--- src/grsf_regs.svh ---
// register offsets, field positions, reset values and sizes of the rate sample buffer
// assumes: included by bare name from the buffer top module
`ifndef GRSF_REGS_SVH
`define GRSF_REGS_SVH

// apb byte offsets, one aligned word each
`define GRSF_OFF_CTRL 8'h00
`define GRSF_OFF_PINCFG 8'h04
`define GRSF_OFF_STATUS 8'h08
`define GRSF_OFF_EVT 8'h0C
`define GRSF_OFF_EVTMASK 8'h10
`define GRSF_OFF_OUTX 8'h14
`define GRSF_OFF_OUTY 8'h18
`define GRSF_OFF_OUTZ 8'h1C
`define GRSF_OFF_BURST 8'h20

// buffer control field layout
`define GRSF_CTRL_WTM_LSB 0
`define GRSF_CTRL_WTM_W 5
`define GRSF_CTRL_MODE_LSB 5
`define GRSF_CTRL_MODE_W 3

// event bit positions, shared by status, sticky, mask and pin enables
`define GRSF_EV_WTM 0
`define GRSF_EV_EMPTY 1
`define GRSF_EV_FULL 2
`define GRSF_EV_W 3

// status register: count sits above the three level flags
`define GRSF_STAT_CNT_LSB 3

// reset values
`define GRSF_CTRL_RST 8'h00
`define GRSF_PINCFG_RST 3'h0
`define GRSF_EVTMASK_RST 3'h0

// buffer geometry
`define GRSF_DEPTH 32
`define GRSF_SAMPLE_W 16

`endif

--- src/grsf_pkg.sv ---
// types of the rate sample buffer: mode codes and effective behaviour
// assumes: every user writes grsf_pkg::name, nothing is imported
package grsf_pkg;

  // buffer mode field codes
  typedef enum logic [2:0] {
    GRSF_MODE_BYPASS = 3'h0,
    GRSF_MODE_BUFFER = 3'h1,
    GRSF_MODE_STREAM = 3'h2,
    GRSF_MODE_BYP2STR = 3'h3,
    GRSF_MODE_STR2BUF = 3'h4
  } grsf_mode_t;

  // behaviour actually applied after trigger resolution, one-hot
  typedef enum logic [2:0] {
    GRSF_BEH_BYPASS = 3'b001,
    GRSF_BEH_BUFFER = 3'b010,
    GRSF_BEH_STREAM = 3'b100
  } grsf_beh_t;

endpackage

--- src/grsf_mem_if.sv ---
// carrier between the buffer control logic and its triplet store
// assumes: both ends on the same clock
`timescale 1ns/1ps
`default_nettype none
interface grsf_mem_if #(
  parameter int AW = 5,
  parameter int DW = 48
);
  logic we; // write strobe for one triplet
  logic [AW-1:0] waddr; // slot being written
  logic [DW-1:0] wdata; // z, y, x packed high to low
  logic [AW-1:0] raddr; // oldest slot
  logic [DW-1:0] rdata; // registered read data

  modport ctrl (output we, output waddr, output wdata, output raddr, input rdata);
  modport store (input we, input waddr, input wdata, input raddr, output rdata);
endinterface
`default_nettype wire

--- src/grsf_mem.sv ---
// triplet store: one word per slot holding x, y and z samples
// assumes: read data lags the read address by one clock edge
`timescale 1ns/1ps
`default_nettype none
module grsf_mem #(
  parameter int AW = 5,
  parameter int DW = 48
) (
  input wire logic clk,
  grsf_mem_if.store mem
);
  // no reset: contents are meaningless until written
  logic [DW-1:0] slot_reg [2**AW];

  // write port
  always_ff @(posedge clk) begin
    if (mem.we) begin
      slot_reg[mem.waddr] <= mem.wdata;
    end
  end

  // registered read port, old data on a same-slot collision
  always_ff @(posedge clk) begin
    mem.rdata <= slot_reg[mem.raddr];
  end
endmodule // grsf_mem
`default_nettype wire

--- src/grsf_top.sv ---
// rate sample buffer: three 16-bit channels, five modes, apb register access
// assumes: samples and trigger come from logic on pclk; apb master on pclk
`timescale 1ns/1ps
`default_nettype none
`include "grsf_regs.svh"

////////////////////////////////////////////////////////////////////////////////
// Contract
// thirty-two 16-bit slots per rate channel
// five modes selected by control field
// bypass: buffer empty, live sample overwritten
// buffer mode stops accepting when full
// host writes bypass to restart collection
// watermark event when count reaches level
// stream full: oldest triplet dropped per arrival
// bypass-to-stream switches on trigger event
// stream-to-buffer switches on trigger event
// events enabled to pin, status readable
// non-bypass output reads return buffered samples
// reads load oldest triplet, single or burst
// burst pointer wraps from z to x
// host sets auto-increment for burst reads; here there is no such setting, the burst window always advances its lane
// empty and full status track count
// pop only after whole triplet read
module grsf_top #(
  parameter int DEPTH = `GRSF_DEPTH,
  parameter int SW = `GRSF_SAMPLE_W
) (
  input wire logic pclk,
  input wire logic presetn,
  input wire logic psel,
  input wire logic penable,
  input wire logic pwrite,
  input wire logic [7:0] paddr,
  input wire logic [31:0] pwdata,
  output logic [31:0] prdata,
  output logic pready,
  output logic pslverr,
  input wire logic sample_valid,
  input wire logic [SW-1:0] sample_x,
  input wire logic [SW-1:0] sample_y,
  input wire logic [SW-1:0] sample_z,
  input wire logic trigger_event,
  output logic ready_event_pin,
  output logic irq
);
  localparam int AW = $clog2(DEPTH);
  localparam int CW = AW + 1;
  localparam logic [CW-1:0] FULL_CNT = CW'(DEPTH);

  ////////////////////////////////////////////////////////////////////////////////
  // resolve mode plus trigger history into the behaviour applied now
  function automatic grsf_pkg::grsf_beh_t beh_of(input grsf_pkg::grsf_mode_t m,
                                                 input logic trig);
    case (m)
      grsf_pkg::GRSF_MODE_BUFFER: beh_of = grsf_pkg::GRSF_BEH_BUFFER;
      grsf_pkg::GRSF_MODE_STREAM: beh_of = grsf_pkg::GRSF_BEH_STREAM;
      grsf_pkg::GRSF_MODE_BYP2STR:
        beh_of = trig ? grsf_pkg::GRSF_BEH_STREAM : grsf_pkg::GRSF_BEH_BYPASS;
      grsf_pkg::GRSF_MODE_STR2BUF:
        beh_of = trig ? grsf_pkg::GRSF_BEH_BUFFER : grsf_pkg::GRSF_BEH_STREAM;
      default: beh_of = grsf_pkg::GRSF_BEH_BYPASS; // unused codes act as bypass
    endcase
  endfunction

  // 16-bit sample picked from a packed triplet, 0 x, 1 y, 2 z
  function automatic logic [SW-1:0] lane(input logic [3*SW-1:0] t, input logic [1:0] i);
    case (i)
      2'h1: lane = t[2*SW-1:SW];
      2'h2: lane = t[3*SW-1:2*SW];
      default: lane = t[SW-1:0];
    endcase
  endfunction

  ////////////////////////////////////////////////////////////////////////////////
  // state
  logic [7:0] ctrl_reg, ctrl_next; // mode and watermark level
  logic [2:0] pincfg_reg, pincfg_next; // pin enables per event
  logic [2:0] evt_reg, evt_next; // sticky events, write one clears
  logic [2:0] evtmask_reg, evtmask_next; // interrupt mask
  logic [2:0] lvl_reg, lvl_next; // previous event levels for edges
  logic trig_reg, trig_next; // trigger seen since last control write
  logic [1:0] burst_reg, burst_next; // burst lane pointer
  logic [AW-1:0] wr_reg, wr_next; // next free slot
  logic [AW-1:0] rd_reg, rd_next; // oldest slot
  logic [CW-1:0] cnt_reg, cnt_next; // stored triplets
  logic [3*SW-1:0] live_reg, live_next; // bypass sample slot
  logic [31:0] prdata_next;
  logic pready_next, pslverr_next, irq_next, pin_next;

  grsf_mem_if #(.AW(AW), .DW(3*SW)) mem_bus ();

  grsf_mem #(.AW(AW), .DW(3*SW)) u_mem (
    .clk(pclk),
    .mem(mem_bus)
  );

  ////////////////////////////////////////////////////////////////////////////////
  // decode
  grsf_pkg::grsf_mode_t mode;
  grsf_pkg::grsf_beh_t beh;
  logic [4:0] wtm_level; // watermark_level field
  logic acc, setup_done, wr_acc, rd_acc, hit, pop, push, drop;
  logic full, empty, wtm;
  logic [2:0] lvl;
  logic [1:0] lane_sel;

  always_comb begin
    mode = grsf_pkg::grsf_mode_t'(ctrl_reg[`GRSF_CTRL_MODE_LSB +: `GRSF_CTRL_MODE_W]);
    wtm_level = ctrl_reg[`GRSF_CTRL_WTM_LSB +: `GRSF_CTRL_WTM_W];
    beh = beh_of(mode, trig_reg);
    // one wait state: pready rises in the second access cycle
    setup_done = psel & penable & ~pready;
    acc = psel & penable & pready;
    wr_acc = acc & pwrite;
    rd_acc = acc & ~pwrite;
    full = (cnt_reg == FULL_CNT);
    empty = (cnt_reg == '0);
    wtm = (cnt_reg >= {1'b0, wtm_level});
    lvl = '0;
    lvl[`GRSF_EV_WTM] = wtm;
    lvl[`GRSF_EV_EMPTY] = empty;
    lvl[`GRSF_EV_FULL] = full;
    // pop only when z, the last lane of the triplet, is consumed
    pop = rd_acc & ~empty & (beh != grsf_pkg::GRSF_BEH_BYPASS) &
          ((paddr == `GRSF_OFF_OUTZ) | ((paddr == `GRSF_OFF_BURST) & (burst_reg == 2'h2)));
    push = sample_valid & (beh != grsf_pkg::GRSF_BEH_BYPASS) &
           ((beh == grsf_pkg::GRSF_BEH_STREAM) | ~full);
    drop = push & full & ~pop;
    lane_sel = burst_reg;
  end

  ////////////////////////////////////////////////////////////////////////////////
  // buffer pointers and count
  always_comb begin
    wr_next = wr_reg;
    rd_next = rd_reg;
    cnt_next = cnt_reg;
    trig_next = trig_reg | trigger_event;
    live_next = sample_valid ? {sample_z, sample_y, sample_x} : live_reg;
    if (beh == grsf_pkg::GRSF_BEH_BYPASS) begin
      // bypass holds the buffer empty; also the restart path after a fill
      wr_next = '0;
      rd_next = '0;
      cnt_next = '0;
    end else begin
      if (push) begin
        wr_next = wr_reg + AW'(1);
      end
      if (pop | drop) begin
        rd_next = rd_reg + AW'(1);
      end
      if (push & ~pop & ~full) begin
        cnt_next = cnt_reg + CW'(1);
      end else if (pop & ~push) begin
        cnt_next = cnt_reg - CW'(1);
      end
    end
    // a control write restarts trigger tracking; a trigger in that cycle is lost
    if (wr_acc & (paddr == `GRSF_OFF_CTRL)) begin
      trig_next = 1'b0;
    end
  end

  // memory drive; the read port looks one step ahead so that its registered
  // data already shows the new oldest slot in the cycle after a pop or drop
  always_comb begin
    mem_bus.we = push;
    mem_bus.waddr = wr_reg;
    mem_bus.wdata = {sample_z, sample_y, sample_x};
    mem_bus.raddr = rd_next;
  end

  // pointer registers; the reset branch loads constants only
  always_ff @(posedge pclk or negedge presetn) begin
    if (!presetn) begin
      wr_reg <= '0;
      rd_reg <= '0;
      cnt_reg <= '0;
      trig_reg <= 1'b0;
      live_reg <= '0;
    end else begin
      wr_reg <= wr_next;
      rd_reg <= rd_next;
      cnt_reg <= cnt_next;
      trig_reg <= trig_next;
      live_reg <= live_next;
    end
  end

  ////////////////////////////////////////////////////////////////////////////////
  // apb registers, events and outputs
  always_comb begin
    ctrl_next = ctrl_reg;
    pincfg_next = pincfg_reg;
    evtmask_next = evtmask_reg;
    burst_next = burst_reg;
    evt_next = evt_reg;
    lvl_next = lvl;
    pready_next = setup_done;
    pslverr_next = 1'b0;
    prdata_next = prdata;
    hit = 1'b1;
    // software writes: write-one-clear on sticky events
    if (wr_acc) begin
      case (paddr)
        `GRSF_OFF_CTRL: ctrl_next = pwdata[7:0];
        `GRSF_OFF_PINCFG: pincfg_next = pwdata[2:0];
        `GRSF_OFF_EVTMASK: evtmask_next = pwdata[2:0];
        `GRSF_OFF_EVT: evt_next = evt_reg & ~pwdata[2:0];
        default: ;
      endcase
    end
    // new edges set after the clear so a same-cycle event survives
    evt_next = evt_next | (lvl & ~lvl_reg);
    // burst lane advance, wrap z back to x
    if (rd_acc & (paddr == `GRSF_OFF_BURST)) begin
      burst_next = (burst_reg == 2'h2) ? 2'h0 : burst_reg + 2'h1;
    end
    // read data prepared in the first access cycle
    if (setup_done) begin
      prdata_next = '0;
      case (paddr)
        `GRSF_OFF_CTRL: prdata_next = {24'h0, ctrl_reg};
        `GRSF_OFF_PINCFG: prdata_next = {29'h0, pincfg_reg};
        `GRSF_OFF_STATUS: prdata_next = {23'h0, cnt_reg, lvl};
        `GRSF_OFF_EVT: prdata_next = {29'h0, evt_reg};
        `GRSF_OFF_EVTMASK: prdata_next = {29'h0, evtmask_reg};
        `GRSF_OFF_OUTX, `GRSF_OFF_OUTY, `GRSF_OFF_OUTZ: begin
          // bypass shows the live slot, other modes the oldest triplet
          prdata_next = {16'h0, lane(beh == grsf_pkg::GRSF_BEH_BYPASS ? live_reg :
                                     mem_bus.rdata, paddr[3:2] + 2'h3)};
        end
        `GRSF_OFF_BURST: begin
          prdata_next = {16'h0, lane(beh == grsf_pkg::GRSF_BEH_BYPASS ? live_reg :
                                     mem_bus.rdata, lane_sel)};
        end
        default: hit = 1'b0;
      endcase
      pslverr_next = ~hit; // unmapped offsets answer with an error
    end
    irq_next = |(evt_next & evtmask_next);
    pin_next = |(lvl & pincfg_reg);
  end

  // register stage; every top-level output leaves straight from a flop here
  always_ff @(posedge pclk or negedge presetn) begin
    if (!presetn) begin
      ctrl_reg <= `GRSF_CTRL_RST;
      pincfg_reg <= `GRSF_PINCFG_RST;
      evtmask_reg <= `GRSF_EVTMASK_RST;
      evt_reg <= '0;
      lvl_reg <= '0;
      burst_reg <= '0;
      prdata <= '0;
      pready <= 1'b0;
      pslverr <= 1'b0;
      irq <= 1'b0;
      ready_event_pin <= 1'b0;
    end else begin
      ctrl_reg <= ctrl_next;
      pincfg_reg <= pincfg_next;
      evtmask_reg <= evtmask_next;
      evt_reg <= evt_next;
      lvl_reg <= lvl_next;
      burst_reg <= burst_next;
      prdata <= prdata_next;
      pready <= pready_next;
      pslverr <= pslverr_next;
      irq <= irq_next;
      ready_event_pin <= pin_next;
    end
  end
endmodule // grsf_top
`default_nettype wire

--- config.mk ---
export PLATFORM = sky130hd
export DESIGN_NAME = grsf_top
export DESIGN_NICKNAME = d
export VERILOG_FILES = /design/src/grsf_pkg.sv /design/src/grsf_mem_if.sv /design/src/grsf_mem.sv /design/src/grsf_top.sv
export VERILOG_INCLUDE_DIRS = /design/src /design/src/src
export SDC_FILE = /design/constraint.sdc
export NUM_CORES = 2
export LEC_CHECK = 0
export BUFFER_PORTS_ARGS = -buffer_cell sky130_fd_sc_hd__buf_2
export CELL_PAD_IN_SITES_DETAIL_PLACEMENT = 0
export CELL_PAD_IN_SITES_GLOBAL_PLACEMENT = 1
export CORE_ASPECT_RATIO = 0.5
export CORE_MARGIN = 1
export CORE_UTILIZATION = 40
export DETAILED_ROUTE_END_ITERATION = 16
export PLACE_DENSITY = 0.72
export SLEW_MARGIN = 20
export SYNTH_ARGS = -nofsm -noshare
export SYNTH_HDL_FRONTEND = slang
export SYNTH_SLANG_ARGS = --single-unit
--- constraint.sdc ---
create_clock -name pclk -period 10.62 [get_ports pclk]
set_clock_uncertainty 0.15 [all_clocks]
set_input_delay 1.062 -clock pclk [delete_from_list [all_inputs] [get_ports pclk]]
set_output_delay 1.062 -clock pclk [all_outputs]
set_load 0.02 [all_outputs]
==> qor.txt <==
Pwr per Cell Area - 174 mW/mm^2
Clock sink count - 1691
Largest register FFs - 1536
Number of CTS-inserted buffers - 154
Setup TNS - 0 ns
Max clock buf depth - 3
Unrepaired setup endpoints after global routing - false
Critical path, cell by cell - buf_2 -> buf_4 -> or4b_1 -> o21a_1 -> o32ai_4 -> and4_1 -> nor2_4 -> buf_6 -> inv_8 -> buf_4 -> buf_4 -> mux2i_1 -> o21ai_0 -> nand3_1 -> a21oi_1
Syn Std Cell Area - 0.0665 sq mm
IO Pins - 131
Minimum clock period - 5.93 ns
Yosys reg bits - 1691
First-pass GRT wire length - 275 mm
Core ar. - 0.165 sq mm
Worst min-delay path class - input pin to async pin
Max-slew headroom - 20.9%
Layout area overhead - 11.4%
Die Height - 290 um
Most common cell on crit path - buf_4
Status - finished clean
Post-synth top flop - edfxtp_1
Top cell type's share of synthesized area - 69.3%
Sw power - 2.69 mW
Yosys cell types - 68
Die ar. - 0.168 sq mm
Worst Setup End Kind - register
CTS tree - yes
Post-Syn Instances - 4868
Total gr overflow - 0
CP Data Arrival Time - 6.49 ns
Gr usage total - 22.4%
Tightest Pin Transition - 1.19 ns
Worst hold slack - 0.189 ns
R2R setup slack - 4.77 ns
Post-CTS setup buffers - 0
Final setup viols - 0
Multi-input logic area - 0.0155 sq mm
Crit path buf inv count - 6
Share of layout cells above drive strength 1 - 10.2%
Sequential share of the synthesized area - 74.8%
Number of synthesized flops with an enable pin - 1536
Post-CTS sizing - 0
1st-iter DRT viols - 5793
Initial antenna violation count - 19
Drt pass-1 iters - 6
CP Max Fanout - 78
Logic pwr share - 1.9%
Post-synth top area cell - edfxtp_1
Starting Density - 40.4%
Routed wire length - 192 mm
Clock Power Share - 41.4%
Int Power - 10.2 mW
Pins over their slew limit - 0
FF+latch area - 0.0498 sq mm
H-tree depth - 4
Clk slew on worst S/H paths - 0.06 ns
Root Driver - clkbuf_16
Vias per inst - 5.91
Die W - 579 um
Clk Latency, worst-skew pair - 0.81 ns
Delay-heaviest family, CP - buffers and inverters
Largest net degree at the start of global routing - 153
Drt wl/cell - 26.7 um
# rows - 105
DR DRC count - 0
# nets final - 4992
CTS Hold Bufs - 0
Syn Area/Cell - 13.7 sq um
Via count - 42500
Max frequency - 169 MHz
PortBufs - 90
Top cells by area, synth - edfxtp_1, nand2_1, a21oi_1, dfrtp_1, a22oi_1
Leakage - 25.7 nW
Req. time, crit path - 11.18 ns
Switching Fraction - 20.9%
Asr flop ratio synth - 6.33%
Yosys warns - 0
Routed Antenna Nets - 0
Fin. Hold Viols - 0
Part of the power in registers - 56.7%
Period utilization - 55.8%
Critical Path Source Type - input pin
Crit-path max cell delay - 0.79 ns
Vias in the first global route - 40100
Max cap viols - 0
CP max-delay cell - buf_4
GP Congestion - 0.830
Peak VDD IR - 0.118 mV
Kind of critical path - input pin to register
Fill count - 14400
Post-DP HPWL - 102 mm
cells in the final DEF, fill, tap and decap left out, types with 35 or more instances in the layout:
cell type and n:
a21oi_1 635, a221oi_1 50, a22oi_1 208, buf_2 89, buf_4 86, clkbuf_1 47, clkbuf_16 156, dfrtp_1 107
dfxtp_1 48, edfxtp_1 1536, mux2_2 65, mux2i_1 102, nand2_1 1044, nand3_1 155, nor2_1 35, nor2_4 35
nor3_1 105, o21ai_0 80, o22ai_1 104, or4_1 49
metrics by stage:
stage	cell area (sq um)	std cells	total power [mW]	setup WS, ns	utilization (%)
global placement	69300	6913	7.66	3.72	42.1
CTS	74000	7193	12.9	4.43	45.0
detailed placement	69300	6913	7.68	3.63	42.1
global route	74100	7199	13.2	4.50	45.0
floorplan	66600	4883	7.52	4.99	-
finish	74100	7201	12.9	4.69	45.0
logic make-up after synthesis:
group                    count (synthesis)  synth area share (%)
flip-flops                            1691                  74.8
AND/OR/NAND/NOR                       1468                  9.29
AO/OA/AOI/OAI                         1137                  10.1
buffers and inverters                  371                  2.52
multiplexers                           172                  2.78
adder cells (fa/ha/maj)                 18                 0.350
XOR/XNOR                                10                 0.132
other                                    1               0.00564
worst paths after layout:
kind                              startpoint             endpoint  cells past startpoint
worst min register to register    lvl_reg[0]           evt_reg[0]                      1
worst max-delay path                paddr[3]  u_mem.mem.rdata[23]                     15
max in group asynchronous            presetn         burst_reg[0]                      2
worst max register to register  burst_reg[0]  u_mem.mem.rdata[23]                     15
min in group pclk                 lvl_reg[0]           evt_reg[0]                      1
worst min-delay path                 presetn          ctrl_reg[1]                      1
routing by layer:
metal	global-route usage (%)	vias to the layer above	part of all wire (%)
li1	-	18200	-
met1	34.0	21700	44
met2	32.3	2269	43
met3	5.07	286	11
met4	5.80	10	2.2
met5	0	-	0.032
Yosys cell counts, drive strengths merged, types with 4 or more instances:
library cell and count:
o22ai 104, ha 17, a21o 5, a221oi 50, mux2i 103, nand3b 4, dfxtp 48, o21a 10
nand2 1045, xnor2 6, a21oi 636, a211oi 8, nor2 70, edfxtp 1536, inv 28, buf 185
clkbuf 158, o221ai 22, mux2 67, a22oi 208, xor2 4, nand4 7, dfrtp 107, nand3 157
nor3 107, o21ai 82, or4 49
power by group through the flow:
stage	sequential, mW	combinational, mW	clock (mW)
floorplan	7.44	0.0820	0
CTS	7.29	0.241	5.39
global placement	7.43	0.230	0
finish	7.29	0.246	5.33
global route	7.29	0.262	5.66
detailed placement	7.44	0.240	0
cell type report:
type                    count  share of cell area (%)
clock buffers             206                    5.56
multi-input cells        2821                    20.9
flip-flops and latches   1691                    67.1
inverters                  28                   0.172
repair buffers            183                    1.68
well taps                2193                    3.70
clock inverters            74                   0.810
diodes                      5                  0.0169
(Power assumes the default switching activity.)
